`config.mk`:
```
export PLATFORM = sky130hd
export DESIGN_NAME = mio_top
export DESIGN_NICKNAME = d
export VERILOG_FILES = /design/src/mio_top.v /design/src/mio_axis_err.v
export VERILOG_INCLUDE_DIRS = /design/src /design/src/src
export SDC_FILE = /design/constraint.sdc
export NUM_CORES = 1
export LEC_CHECK = 0
export BUFFER_PORTS_ARGS = -buffer_cell sky130_fd_sc_hd__buf_2
export CORE_UTILIZATION = 25
export CTS_CLUSTER_DIAMETER = 40
export CTS_CLUSTER_SIZE = 16
export DETAILED_ROUTE_END_ITERATION = 7
export PLACE_DENSITY = 0.52
export SLEW_MARGIN = 10
export SYNTH_ARGS = -nofsm -noshare
export SYNTH_HDL_FRONTEND = slang
export SYNTH_SLANG_ARGS = --single-unit
```
`constraint.sdc`:
```
create_clock -name I_CORE_CLK -period 4.8 [get_ports I_CORE_CLK]
set_input_delay 1.2 -clock I_CORE_CLK [delete_from_list [all_inputs] [get_ports I_CORE_CLK]]
set_output_delay 1.2 -clock I_CORE_CLK [all_outputs]
set_load 0.03 [all_outputs]
```
`src/mio_defs.vh`:
```
// Constants for the motion I/O, enable and error logic.
// Assumes inclusion by bare name from the design files under src/.
`ifndef MIO_DEFS_VH
`define MIO_DEFS_VH

// Register byte offsets on the AXI4-Lite slave
`define MIO_OFS_CTRL      6'h00
`define MIO_OFS_OUT_PORT  6'h04
`define MIO_OFS_OUT_BIT   6'h08
`define MIO_OFS_ERR_LIMIT 6'h0C
`define MIO_OFS_CMP_CFG   6'h10
`define MIO_OFS_CMP_VALUE 6'h14
`define MIO_OFS_STATUS    6'h18
`define MIO_OFS_TTL_IN    6'h1C
`define MIO_OFS_ANALOG_IX 6'h20
`define MIO_OFS_ANALOG_RD 6'h24

// Control register fields
`define MIO_CTRL_MOTOR_OFF 0
`define MIO_CTRL_OFF_ON_ERR 1
`define MIO_CTRL_WDOG_FIRE 2

// Output bit command fields
`define MIO_OBIT_IDX_LSB  0
`define MIO_OBIT_OP_LSB   8
`define MIO_OBIT_SET      2'h1
`define MIO_OBIT_CLEAR    2'h2
`define MIO_OBIT_WRITE    2'h3
`define MIO_OBIT_VAL      16

// Compare config fields
`define MIO_CMP_AXIS_LSB  0
`define MIO_CMP_MODE_BIT  4
`define MIO_CMP_ARM_BIT   5

// Reset values
`define MIO_RST_OUT_PORT  16'h0000
`define MIO_RST_ERR_LIMIT 32'h0000_0400

// Compare pulse width
`define MIO_CMP_PULSE_NS  1000
`define MIO_CLK_PERIOD_NS 4

// Bus answers
`define MIO_RESP_OKAY     2'h0
`define MIO_RESP_SLVERR   2'h2

`endif

```
`src/mio_top.v`:
```
// Motion I/O: general outputs, TTL inputs, position compare, amplifier
// enable, error output and analog readback, with an AXI4-Lite slave.
// Assumes encoder positions, errors and ADC codes arrive synchronous.
//
// Decided for this implementation: the AXI4-Lite slave port and the address map.
`timescale 1ns/1ns
`include "mio_defs.vh"

module mio_top #(
    parameter NAXES    = 8,
    parameter ADC_BITS = 12,
    parameter PW       = 32
) (
    // Clock and reset
    input  wire                I_CORE_CLK,
    input  wire                I_ARST_N,
    // Field and axis side
    input  wire                I_LOCAL_RESET_N,
    input  wire                I_PROC_SELF_RESET,
    input  wire [NAXES*PW-1:0] I_ENC_POS,
    input  wire [NAXES*PW-1:0] I_POS_ERR,
    input  wire [7:0]          I_TTL_IN,
    input  wire [8*16-1:0]     I_ANALOG_IN,
    output reg                 O_AMP_ENABLE_OUT,
    output reg                 O_COMPARE_OUT_N,
    output reg                 O_ERROR_N,
    output reg                 O_ERROR_LED,
    output reg                 O_CTRL_RESET,
    output reg  [15:0]         O_GP_OUT,
    // AXI4-Lite write
    input  wire [5:0]          I_AWADDR,
    input  wire                I_AWVALID,
    output reg                 O_AWREADY,
    input  wire [31:0]         I_WDATA,
    input  wire [3:0]          I_WSTRB,
    input  wire                I_WVALID,
    output reg                 O_WREADY,
    output reg  [1:0]          O_BRESP,
    output reg                 O_BVALID,
    input  wire                I_BREADY,
    // AXI4-Lite read
    input  wire [5:0]          I_ARADDR,
    input  wire                I_ARVALID,
    output reg                 O_ARREADY,
    output reg  [31:0]         O_RDATA,
    output reg  [1:0]          O_RRESP,
    output reg                 O_RVALID,
    input  wire                I_RREADY
);
    localparam PULSE_CYC = (`MIO_CMP_PULSE_NS + `MIO_CLK_PERIOD_NS - 1)
                           / `MIO_CLK_PERIOD_NS;
    localparam [15:0] OUT_MASK = (NAXES >= 5) ? 16'hFFFF : 16'h00FF;

    // Register state
    reg [2:0]  ctrl_ff;
    reg [15:0] out_ff;
    reg [PW-1:0] limit_ff;
    reg [5:0]  cmp_cfg_ff;
    reg [PW-1:0] cmp_val_ff;
    reg [2:0]  an_idx_ff;
    reg        cmp_fired_ff;

    // Write channel capture
    reg [5:0]  aw_addr_ff;
    reg        aw_have_ff;
    reg [31:0] w_data_ff;
    reg [3:0]  w_strb_ff;
    reg        w_have_ff;

    // Local reset: controller-only soft reset, host bus untouched
    wire soft_rst = ~I_LOCAL_RESET_N;

    // Excess position error per axis
    wire [NAXES-1:0] excess;
    genvar g;
    generate
        for (g = 0; g < NAXES; g = g + 1) begin : g_axis
            mio_axis_err #(.W(PW)) u_err (
                .i_clk    (I_CORE_CLK),
                .i_arst_n (I_ARST_N),
                .i_pos_err(I_POS_ERR[g*PW +: PW]),
                .i_limit  (limit_ff),
                .o_excess (excess[g])
            );
        end
    endgenerate
    wire any_excess = |excess;

    // Error conditions
    wire err_now = any_excess | soft_rst | I_PROC_SELF_RESET;

    always @(posedge I_CORE_CLK or negedge I_ARST_N) begin
        if (!I_ARST_N) begin
            O_ERROR_N   <= 1'b1;
            O_ERROR_LED <= 1'b0;
        end else begin
            O_ERROR_N   <= ~err_now;
            O_ERROR_LED <= err_now;
        end
    end

    // Amplifier enable
    wire amp_off = ctrl_ff[`MIO_CTRL_WDOG_FIRE] |
                   ctrl_ff[`MIO_CTRL_MOTOR_OFF] |
                   (ctrl_ff[`MIO_CTRL_OFF_ON_ERR] & any_excess);

    always @(posedge I_CORE_CLK or negedge I_ARST_N) begin
        if (!I_ARST_N) begin
            O_AMP_ENABLE_OUT <= 1'b0;
            O_CTRL_RESET     <= 1'b0;
        end else begin
            O_AMP_ENABLE_OUT <= ~amp_off & ~soft_rst;
            O_CTRL_RESET     <= soft_rst;
        end
    end

    // Position compare
    wire [2:0]    cmp_axis = cmp_cfg_ff[`MIO_CMP_AXIS_LSB +: 3];
    wire          cmp_mode = cmp_cfg_ff[`MIO_CMP_MODE_BIT];
    wire          cmp_arm  = cmp_cfg_ff[`MIO_CMP_ARM_BIT];
    wire [PW-1:0] cmp_pos  = I_ENC_POS[cmp_axis*PW +: PW];
    reg  [PW-1:0] next_hit_ff;
    reg  [PW-1:0] prev_pos_ff;
    reg  [9:0]    pulse_cnt_ff;
    reg           cfg_wr_pulse;

    wire interval_hit = ~cmp_mode && cmp_arm && (cmp_val_ff != {PW{1'b0}})
                        && ($signed(cmp_pos) >= $signed(next_hit_ff));
    wire passed = ($signed(prev_pos_ff) < $signed(cmp_val_ff)) !=
                  ($signed(cmp_pos) < $signed(cmp_val_ff));
    wire setpoint_hit = cmp_mode && cmp_arm && !cmp_fired_ff && passed;

    always @(posedge I_CORE_CLK or negedge I_ARST_N) begin
        if (!I_ARST_N) begin
            next_hit_ff     <= {PW{1'b0}};
            prev_pos_ff     <= {PW{1'b0}};
            pulse_cnt_ff    <= 10'h000;
            cmp_fired_ff    <= 1'b0;
            O_COMPARE_OUT_N <= 1'b1;
        // A new setup outranks a hit judged against the old one
        end else if (soft_rst || cfg_wr_pulse) begin
            next_hit_ff     <= cmp_pos + cmp_val_ff;
            prev_pos_ff     <= cmp_pos;
            pulse_cnt_ff    <= 10'h000;
            cmp_fired_ff    <= 1'b0;
            O_COMPARE_OUT_N <= 1'b1;
        end else begin
            prev_pos_ff <= cmp_pos;
            if (interval_hit) begin
                // Interval mode: 1 us active-low pulse per step
                next_hit_ff     <= next_hit_ff + cmp_val_ff;
                pulse_cnt_ff    <= PULSE_CYC[9:0];
                O_COMPARE_OUT_N <= 1'b0;
            end else if (pulse_cnt_ff != 10'h000) begin
                pulse_cnt_ff    <= pulse_cnt_ff - 10'h001;
                O_COMPARE_OUT_N <= (pulse_cnt_ff == 10'h001);
            end
            if (setpoint_hit) begin
                // Set-point mode: latch low once until re-armed
                cmp_fired_ff    <= 1'b1;
                O_COMPARE_OUT_N <= 1'b0;
            end
        end
    end

    // AXI4-Lite write path
    wire do_write = aw_have_ff && w_have_ff && !O_BVALID;
    wire [31:0] wmask = {{8{w_strb_ff[3]}}, {8{w_strb_ff[2]}},
                         {8{w_strb_ff[1]}}, {8{w_strb_ff[0]}}};
    wire [3:0] bit_idx = w_data_ff[`MIO_OBIT_IDX_LSB +: 4];
    wire [1:0] bit_op  = w_data_ff[`MIO_OBIT_OP_LSB +: 2];
    // Analog index is the one writable word above the compare block
    wire       wr_ok   = ((aw_addr_ff <= `MIO_OFS_CMP_VALUE) ||
                          (aw_addr_ff == `MIO_OFS_ANALOG_IX)) &&
                         (aw_addr_ff[1:0] == 2'h0);

    always @(posedge I_CORE_CLK or negedge I_ARST_N) begin
        if (!I_ARST_N) begin
            aw_addr_ff <= 6'h00;
            aw_have_ff <= 1'b0;
            w_data_ff  <= 32'h0000_0000;
            w_strb_ff  <= 4'h0;
            w_have_ff  <= 1'b0;
            O_AWREADY  <= 1'b0;
            O_WREADY   <= 1'b0;
            O_BVALID   <= 1'b0;
            O_BRESP    <= `MIO_RESP_OKAY;
        end else begin
            O_AWREADY <= !aw_have_ff && !(I_AWVALID && O_AWREADY);
            O_WREADY  <= !w_have_ff && !(I_WVALID && O_WREADY);
            if (I_AWVALID && O_AWREADY) begin
                aw_addr_ff <= I_AWADDR;
                aw_have_ff <= 1'b1;
            end
            if (I_WVALID && O_WREADY) begin
                w_data_ff <= I_WDATA;
                w_strb_ff <= I_WSTRB;
                w_have_ff <= 1'b1;
            end
            if (do_write) begin
                aw_have_ff <= 1'b0;
                w_have_ff  <= 1'b0;
                O_BVALID   <= 1'b1;
                O_BRESP    <= wr_ok ? `MIO_RESP_OKAY : `MIO_RESP_SLVERR;
            end else if (O_BVALID && I_BREADY) begin
                O_BVALID <= 1'b0;
            end
        end
    end

    // Register updates; soft reset restores controller state
    always @(posedge I_CORE_CLK or negedge I_ARST_N) begin
        if (!I_ARST_N) begin
            ctrl_ff      <= 3'h0;
            out_ff       <= `MIO_RST_OUT_PORT;
            limit_ff     <= `MIO_RST_ERR_LIMIT;
            cmp_cfg_ff   <= 6'h00;
            cmp_val_ff   <= {PW{1'b0}};
            an_idx_ff    <= 3'h0;
            cfg_wr_pulse <= 1'b0;
        end else if (soft_rst) begin
            ctrl_ff      <= 3'h0;
            out_ff       <= `MIO_RST_OUT_PORT;
            cmp_cfg_ff   <= 6'h00;
            cfg_wr_pulse <= 1'b0;
        end else begin
            cfg_wr_pulse <= 1'b0;
            if (do_write) begin
                case (aw_addr_ff)
                    `MIO_OFS_CTRL: begin
                        ctrl_ff <= (ctrl_ff & ~wmask[2:0]) |
                                   (w_data_ff[2:0] & wmask[2:0]);
                    end
                    `MIO_OFS_OUT_PORT: begin
                        out_ff <= ((out_ff & ~wmask[15:0]) |
                                  (w_data_ff[15:0] & wmask[15:0]))
                                  & OUT_MASK;
                    end
                    `MIO_OFS_OUT_BIT: begin
                        case (bit_op)
                            `MIO_OBIT_SET:
                                out_ff <= (out_ff | (16'h0001 << bit_idx))
                                          & OUT_MASK;
                            `MIO_OBIT_CLEAR:
                                out_ff <= out_ff & ~(16'h0001 << bit_idx);
                            `MIO_OBIT_WRITE: begin
                                out_ff <= ((out_ff & ~(16'h0001 << bit_idx))
                                    | ({15'h0000, w_data_ff[`MIO_OBIT_VAL]}
                                    << bit_idx)) & OUT_MASK;
                            end
                            default: out_ff <= out_ff;
                        endcase
                    end
                    `MIO_OFS_ERR_LIMIT: begin
                        limit_ff <= (limit_ff & ~wmask[PW-1:0]) |
                                    (w_data_ff[PW-1:0] & wmask[PW-1:0]);
                    end
                    `MIO_OFS_CMP_CFG: begin
                        cmp_cfg_ff   <= w_data_ff[5:0];
                        cfg_wr_pulse <= 1'b1;
                    end
                    `MIO_OFS_CMP_VALUE: begin
                        cmp_val_ff   <= w_data_ff[PW-1:0];
                        cfg_wr_pulse <= 1'b1;
                    end
                    `MIO_OFS_ANALOG_IX: begin
                        an_idx_ff <= w_data_ff[2:0];
                    end
                    default: ctrl_ff <= ctrl_ff;
                endcase
            end
        end
    end

    // General outputs straight from the port register
    always @(posedge I_CORE_CLK or negedge I_ARST_N) begin
        if (!I_ARST_N) begin
            O_GP_OUT <= `MIO_RST_OUT_PORT;
        end else begin
            O_GP_OUT <= out_ff;
        end
    end

    // Analog code: 12-bit converter uses the low bits of each lane
    wire [15:0] an_lane = I_ANALOG_IN[an_idx_ff*16 +: 16];
    wire [15:0] an_code = (ADC_BITS >= 16) ? an_lane
                          : (an_lane & ((16'h0001 << ADC_BITS) - 16'h0001));

    // Read mux
    reg [31:0] rd_word;
    reg        rd_ok;
    always @* begin
        rd_ok   = 1'b1;
        rd_word = 32'h0000_0000;
        case (I_ARADDR)
            `MIO_OFS_CTRL:      rd_word = {29'h0, ctrl_ff};
            `MIO_OFS_OUT_PORT:  rd_word = {16'h0000, out_ff};
            `MIO_OFS_OUT_BIT:   rd_word = 32'h0000_0000;  // Write-only
            `MIO_OFS_ERR_LIMIT: rd_word = limit_ff;
            `MIO_OFS_CMP_CFG:   rd_word = {26'h0, cmp_cfg_ff};
            `MIO_OFS_CMP_VALUE: rd_word = cmp_val_ff;
            `MIO_OFS_STATUS:    rd_word = {16'h0000, excess[7:0] & 8'hFF,
                                    3'h0, O_AMP_ENABLE_OUT, !O_ERROR_N,
                                    cmp_fired_ff, !O_COMPARE_OUT_N,
                                    soft_rst};
            `MIO_OFS_TTL_IN:    rd_word = (NAXES >= 5) ?
                                    {24'h0, I_TTL_IN} : 32'h0;
            `MIO_OFS_ANALOG_IX: rd_word = {29'h0, an_idx_ff};
            `MIO_OFS_ANALOG_RD: rd_word = {16'h0000, an_code};
            default:            rd_ok = 1'b0;
        endcase
    end

    always @(posedge I_CORE_CLK or negedge I_ARST_N) begin
        if (!I_ARST_N) begin
            O_ARREADY <= 1'b0;
            O_RVALID  <= 1'b0;
            O_RDATA   <= 32'h0000_0000;
            O_RRESP   <= `MIO_RESP_OKAY;
        end else begin
            O_ARREADY <= !O_RVALID && !(I_ARVALID && O_ARREADY);
            if (I_ARVALID && O_ARREADY) begin
                O_RVALID <= 1'b1;
                O_RDATA  <= rd_word;
                O_RRESP  <= rd_ok ? `MIO_RESP_OKAY : `MIO_RESP_SLVERR;
            end else if (O_RVALID && I_RREADY) begin
                O_RVALID <= 1'b0;
            end
        end
    end
endmodule // mio_top

```
`src/mio_axis_err.v`:
```
// Per-axis excess-error detector: |position error| against a limit.
// Assumes the error sample is signed and synchronous to the core clock.
`timescale 1ns/1ns
module mio_axis_err #(
    parameter W = 32
) (
    // Clock and reset
    input  wire         i_clk,
    input  wire         i_arst_n,
    // Data
    input  wire [W-1:0] i_pos_err,
    input  wire [W-1:0] i_limit,
    output reg          o_excess
);
    wire [W-1:0] mag = i_pos_err[W-1] ? (~i_pos_err + {{(W-1){1'b0}}, 1'b1})
                                      : i_pos_err;

    always @(posedge i_clk or negedge i_arst_n) begin
        if (!i_arst_n) begin
            o_excess <= 1'b0;
        end else begin
            o_excess <= (mag > i_limit);
        end
    end
endmodule // mio_axis_err

```
==> results of run 1 <==
[layer usage]
layer / track usage, % / vias to the layer above
met5: 0 / -
met4: 6.61 / 52
met3: 4.14 / 219
met2: 36.1 / 929
met1: 26.5 / 13600
li1: - / 13600
[cell usage in the layout, fill, tap and decap left out, drive strengths merged, types with 9 or more instances in the layout]
cell / instances
a211oi: 9
or3: 39
a21o: 70
a22oi: 18
o31ai: 68
nor3: 60
or2: 11
diode: 21
nand4: 77
mux2i: 41
nor4: 35
ha: 393
mux2: 116
a21oi: 173
o21ai: 276
o41ai: 39
o21a: 57
or4: 32
buf: 1030
xnor2: 247
inv: 149
nand3: 24
nand2: 240
nor3b: 11
nand2b: 63
nor2b: 53
dfrtp: 277
mux4: 88
xor2: 17
a222oi: 10
clkbuf: 61
a31oi: 21
nor2: 175
clkinv: 19
[timing repair]
action | in CTS | in global routing
hold buffers | 0 | 0
gates resized for setup | 6 | 36
endpoints found under the setup margin | 1 | 8
pin swaps | 0 | 2
[synthesized netlist by cell type (38+ instances only)]
cell / instances / area [um2]
a21o_1: 70 / 526
a21oi_1: 173 / 866
clkbuf_1: 92 / 345
dfrtp_1: 277 / 6930
ha_1: 393 / 4920
inv_1: 142 / 533
mux2_2: 116 / 1310
mux2i_1: 41 / 410
mux4_2: 88 / 1980
nand2_1: 240 / 901
nand2b_1: 57 / 357
nand4_1: 77 / 482
nor2_1: 175 / 657
nor2b_1: 53 / 332
nor3_1: 59 / 295
o21a_1: 57 / 428
o21ai_0: 273 / 1370
o31ai_1: 67 / 503
or3_1: 38 / 238
xnor2_1: 247 / 2160
[cell families (layout without fill, tap and decap cells)]
| family | count (synthesis) | after routing | synth area share (%) |
|---|---|---|---|
| other cells | 1 | 23 | 0.0132 |
| simple gates | 853 | 853 | 15.4 |
| buf+inv | 254 | 1266 | 3.39 |
| flops | 280 | 280 | 24.7 |
| fa+ha+maj | 394 | 394 | 17.4 |
| xor+xnor | 264 | 264 | 8.15 |
| compound gates | 805 | 805 | 17.8 |
| mux | 245 | 245 | 13.0 |
[stage by stage]
step	setup WS, ns	utilization, %
floorplan	-0.0962	-
global placement	-0.896	32.0
detailed placement	-0.799	32.0
CTS	0.0107	33.7
global route	-0.0676	33.9
finish	0.112	33.9
[final cells by class]
| class | count | area (um2) | area share (%) |
|---|---|---|---|
| inverters | 142 | 533 | 1.40 |
| diodes | 21 | 52.6 | 0.138 |
| well taps | 1500 | 1880 | 4.92 |
| clock inverters | 33 | 473 | 1.24 |
| flip-flops and latches | 280 | 7020 | 18.4 |
| multi-input cells | 2563 | 20800 | 54.5 |
| repair buffers | 1030 | 6020 | 15.8 |
| clock buffers | 61 | 1380 | 3.63 |
[power by group]
| part | internal [uW] | switching [uW] |
|---|---|---|
| Sequential | 2990 | 878 |
| Combinational | 3450 | 3880 |
| Clock | 2390 | 1440 |
| Total | 8840 | 6200 |
[worst paths after layout]
check	end	cells past startpoint	startpoint	slack, ns
setup reg to reg	next_hit_ff[31]	19	cmp_cfg_ff[0]	0.25
max in group asynchronous	w_data_ff[22]	2	I_ARST_N	3.07
hold / removal	O_WREADY	1	w_have_ff	0.43
setup / recovery	g_axis[2].u_err.o_excess	19	I_POS_ERR[73]	0.11
hold reg to reg	O_WREADY	1	w_have_ff	0.43
min in group asynchronous	O_ARREADY	1	I_ARST_N	0.61
==> impl_metrics.py, run 1 <==
metrics = {
    "status": {
        "status": "finished, final reports clean",
    },
    "timing": {
        "fmax_mhz": 213,
        "skew_ns": 0.0514,
        "setup_viol": 0,
        "holdWs_ns": 0.431,
        "tns_ns": 0,
        "fin_crit_sh_pct": 97.7,
        "rsz0062_at_grt": "true",
        "relSlewSlack_pct": 23.5,
        "drv_slew": 0,
        "worst_pin_slew_ns": 1.15,
        "fin_crit_ns": 4.69,
        "hold_viol_final": 0,
    },
    "route": {
        "firstDrtPassIters": 8,
        "route.met3.wl_um": 7970,
        "wl_um": 125000,
        "highest_layer": "met5",
        "drt_drc_violations_left": 0,
        "routed_via_density": 5.03,
        "wl_per_cell_um": 22.2,
        "ant_nets": 0,
        "drtIter0Drc": 1648,
        "wl_met2_um": 59300,
        "num_vias": 28300,
        "routedLengthMet1_um": 53100,
    },
    "floorplan": {
        "io_pins": 767,
        "die_w_um": 339,
        "start_util_pct": 25.2,
        "dieArea_mm2": 0.115,
        "rows": 123,
        "coreArea_mm2": 0.112,
        "die_height_um": 339,
    },
    "final_layout": {
        "area_growth_pct": 34.5,
        "drive_gt1_share_pct": 34.6,
        "fin_area_mm2": 0.0381,
        "layout.nets": 5166,
        "fin_cells": 5630,
        "fillers": 11700,
    },
    "yosys": {
        "synth.avg_cell_area_um2": 9.16,
        "async_flop_share_pct": 100,
        "synthFlopType": "dfrtp_1",
        "synth_cell_types": 77,
        "yosys_warnings": 0,
        "synth_cells": 3096,
        "synth_edf_count": 0,
        "syn_area_mm2": 0.0284,
        "ys_seq_elements": 280,
        "synth_seq_area_share_pct": 24.7,
    },
    "hold_path": {
        "hold_class": "flip-flop to flip-flop",
    },
    "global_route": {
        "track_usage_pct": 21.1,
        "grt_pass1_vias": 28300,
        "antenna_found_initial": 53,
        "grt-ovfl-total": 0,
        "grt_max_degree": 111,
        "grt_pass1_wl_um": 181000,
    },
    "power_and_ir_drop": {
        "power.total_uw": 15000,
        "p_leak_uw": 0.0169,
        "irDropWorstVdd_uv": 309,
        "powerDensity_mw_per_mm2": 394,
    },
    "placed_design": {
        "gp_congestion": 0.933,
        "numPortBuffers": 732,
        "dp_hpwl_um": 103000,
        "post_dp_cell_area_mm2": 0.0360,
        "placed_cells": 5515,
    },
    "worst_setup_path": {
        "cp_top_family": "simple AND/OR/NAND/NOR gates",
        "slowest_delay_ns": 0.57,
        "critPathLaunchType": "input pin",
        "worst-path-max-fanout": 3,
        "crit_type": "input pin to flip-flop",
        "critPathCaptureType": "flip-flop",
        "worst-path-buf-inv": 1,
        "crit_path_cell_trace": "buf_2 > or4_4 > or3_4 > or3_4 > or4_4 > nand2b_4 > o31ai_4 > xnor2_1 > ha_1 > a21oi_1 > nor2b_1 > o21ai_1 > nand2b_1 > a21oi_1 > nor2b_1 > o21ai_1 > nand2b_1 > a2111oi_2 > a31oi_1",
        "worstPathArrival_ns": 5.16,
        "critPathSlowestCell": "or4_4",
        "crit_required_ns": 5.27,
    },
    "clock_tree": {
        "cts_buffer_depth": 3,
        "htree_levels": 2,
        "post_cts_buffers": 0,
        "clkLatencyLatePin_ns": 0.61,
        "cts_tree": "built",
        "path_clk_slew_ns": 0.06,
        "ctsRootBufferMaster": "clkbuf_16",
        "cts_buffers": 50,
        "clock_sinks": 280,
    },
    "job": {
        "drv_cap": 0,
    },
}
Note: power is estimated with default switching activity, not from simulation.
==> inputs of run 2 (changes only) <==
--- a/config.mk
+++ b/config.mk
@@ -11,8 +11,9 @@
 export CTS_CLUSTER_DIAMETER = 40
 export CTS_CLUSTER_SIZE = 16
 export DETAILED_ROUTE_END_ITERATION = 7
-export PLACE_DENSITY = 0.52
+export PLACE_DENSITY = 0.51
 export SLEW_MARGIN = 10
 export SYNTH_ARGS = -nofsm -noshare
 export SYNTH_HDL_FRONTEND = slang
+export SYNTH_HIERARCHICAL = 1
 export SYNTH_SLANG_ARGS = --single-unit
==> run 2 against run 1 <==
Compared with the run above:
- critical path depth is 5 lower
- via count hardly changed
- die area up 6.0%
- area after synthesis is 6.0% higher
- register-to-register slack better by 0.04 ns
- synthesized cell count up 6.4%
- sequential cell count is the same
- highest routed layer unchanged
==> impl_metrics.py, run 2 <==
metrics = {
    "yosys": {
        "synth.avg_cell_area_um2": 9.13,
        "ys_seq_elements": 280,
        "async_flop_share_pct": 100,
        "yosys_warnings": 6,
        "synth_cells": 3294,
        "synth_cell_types": 84,
        "synth_top_area_cell": "dfrtp_1",
        "synth_seq_area_share_pct": 23.3,
        "syn_area_mm2": 0.0301,
        "synth_edf_count": 0,
        "synth.most_common_cell": "ha_1",
        "synth_common_cells": "393 x ha_1, 352 x inv_1, 277 x dfrtp_1",
        "synthFlopType": "dfrtp_1",
        "yosys.area.top_type_share_pct": 23.0,
        "ys_top_cells_by_area": "dfrtp_1 23%, ha_1 16%, xnor2_1 7.1%, mux4_2 6.8%, inv_1 4.4%",
    },
    "worst_setup_path": {
        "worstPathArrival_ns": 5.01,
        "crit_type": "flip-flop to flip-flop",
        "crit_start": "cmp_cfg_ff[0]",
        "slowest_delay_ns": 0.69,
        "critPathSlowestCell": "dfrtp_4",
        "critPathCaptureType": "flip-flop",
        "critPathLaunchType": "flip-flop",
        "cpMostUsedCell": "o21ai_1",
        "crit_path_cell_trace": "buf_4 > mux4_2 > mux2_2 > nor2_1 > a21oi_1 > ha_1 > or3_1 > o221a_2 > o21ai_1 > nand4b_1 > a31oi_1 > o21ai_1 > or4b_1 > nand3_1",
        "timing.rr.start": "cmp_cfg_ff[0]",
        "worst-path-max-fanout": 22,
        "crit_required_ns": 5.29,
    },
    "power_and_ir_drop": {
        "p_leak_uw": 0.0160,
        "powerDensity_mw_per_mm2": 360,
        "power.total_uw": 13600,
        "pwr-share-clk_pct": 26.9,
        "switching_share_pct": 42.0,
        "pwr-share-comb_pct": 43.6,
        "seq_power_share_pct": 29.5,
        "p_int_uw": 7870,
        "irDropWorstVdd_uv": 293,
        "p_sw_uw": 5700,
    },
    "timing": {
        "fmax_mhz": 222,
        "drv_slew": 0,
        "skew_ns": 0.0786,
        "fin_crit_ns": 4.51,
        "worst_pin_slew_ns": 1.11,
        "rsz0062_at_grt": "false",
        "holdWs_ns": 0.425,
        "setup_viol": 0,
        "fin_crit_sh_pct": 94.0,
        "hold_viol_final": 0,
        "tns_ns": 0,
        "relSlewSlack_pct": 25.4,
    },
    "route": {
        "firstDrtPassIters": 7,
        "drt_drc_violations_left": 0,
        "highest_layer": "met5",
        "routed_via_density": 4.97,
        "route.met3.wl_um": 7210,
        "routedLengthMet1_um": 51300,
        "wl_um": 124000,
        "wl_per_cell_um": 21.8,
        "wl_met2_um": 61600,
        "drtIter0Drc": 1610,
        "ant_nets": 0,
        "num_vias": 28300,
    },
    "placed_design": {
        "numPortBuffers": 732,
        "dp_hpwl_um": 101000,
        "gp_congestion": 0.915,
        "post_dp_cell_area_mm2": 0.0360,
    },
    "floorplan": {
        "die_height_um": 349,
        "dieArea_mm2": 0.122,
        "io_pins": 767,
        "rows": 126,
        "coreArea_mm2": 0.119,
        "start_util_pct": 25.3,
        "die_w_um": 349,
    },
    "status": {
        "status": "finished, final reports clean",
    },
    "hold_path": {
        "hold_class": "flip-flop to flip-flop",
        "hp-start": "out_ff[10]",
    },
    "final_layout": {
        "fillers": 12600,
        "layout_common_cells": "731 x buf_2, 393 x ha_1, 352 x inv_1",
        "seqCellArea_mm2": 0.00702,
        "area_growth_pct": 25.5,
        "drive_gt1_share_pct": 29.8,
        "mostFrequentLayoutCell": "buf_2",
        "multi_input_area_mm2": 0.0213,
        "fin_area_mm2": 0.0377,
        "layout.nets": 5143,
    },
    "clock_tree": {
        "cts_hold_buf": 0,
        "ctsRootBufferMaster": "clkbuf_16",
        "clock_sinks": 280,
        "path_clk_slew_ns": 0.06,
        "cts_buffers": 49,
        "cts_resized": 0,
        "post_cts_buffers": 0,
        "cts_tree": "built",
        "clkLatencyLatePin_ns": 0.63,
        "cts_buffer_depth": 3,
        "htree_levels": 2,
    },
    "global_route": {
        "grt_pass1_vias": 28100,
        "grt_max_degree": 79,
        "grt-ovfl-total": 0,
        "track_usage_pct": 19.7,
        "antenna_found_initial": 40,
        "grt_pass1_wl_um": 179000,
    },
    "job": {
        "drv_cap": 0,
    },
}
## run 2: cells by family (layout without fill, tap and decap cells)
| kind of cell | Yosys count | after routing | synth area share [%] |
|---|---|---|---|
| fa+ha+maj | 394 | 394 | 16.4 |
| buf+inv | 463 | 1247 | 5.93 |
| other cells | 1 | 16 | 0.0125 |
| compound gates | 767 | 767 | 17.1 |
| mux | 275 | 275 | 13.7 |
| xor+xnor | 259 | 259 | 7.54 |
| flops | 280 | 280 | 23.3 |
| simple gates | 855 | 855 | 16.1 |
## run 2: stage by stage
| stage | util, % | cells | setup slack (ns) |
|---|---|---|---|
| floorplan | - | 3295 | 0.362 |
| global placement | 30.3 | 5593 | -0.0750 |
| detailed placement | 30.3 | 5593 | -0.0687 |
| CTS | 31.8 | 5679 | 0.266 |
| global route | 31.8 | 5690 | 0.0354 |
| finish | 31.8 | 5693 | 0.287 |
## run 2: area by class of cell
class,instances,share of cell area [%]
clock buffers,55,3.44
flip-flops and latches,280,18.6
well taps,1600,5.30
clock inverters,31,1.13
diodes,14,0.0928
multi-input cells,2552,56.5
inverters,352,3.50
repair buffers,809,11.5
## run 2: per-layer routing
| layer | track usage [%] | vias up |
|---|---|---|
| met5 | 0 | - |
| met4 | 6.14 | 32 |
| met3 | 3.37 | 183 |
| met2 | 35.3 | 841 |
| met1 | 23.7 | 13600 |
| li1 | - | 13600 |
## run 2: power by group through the flow
stage               Clock [uW]  Sequential (uW)  Combinational (uW)
finish                    3650             4010                5910
global route              3840             4110                6700
CTS                       3740             4040                5950
detailed placement           0             4070                5920
global placement             0             4070                5820
floorplan                    0             3400                4210
## run 2: worst paths after layout
kind                                    endpoint  slack (ns)  depth (start not counted)
max in group asynchronous        prev_pos_ff[23]        3.30                          2
worst min register to register      O_GP_OUT[10]        0.42                          0
worst min-delay path                O_GP_OUT[10]        0.42                          0
worst max-delay path             next_hit_ff[30]        0.29                         14
min in group asynchronous       O_AMP_ENABLE_OUT        0.58                          1
worst max register to register   next_hit_ff[30]        0.29                         14
## run 2: critical path, delay by kind of cell, from the launching register on
| family | cells | cell delay [ns] |
|---|---|---|
| AO/OA/AOI/OAI | 5 | 0.98 |
| multiplexers | 2 | 0.86 |
| AND/OR/NAND/NOR | 5 | 1.29 |
| buffers and inverters | 1 | 0.31 |
| adder cells (fa/ha/maj) | 1 | 0.24 |
| flip-flops | 1 | 0.69 |
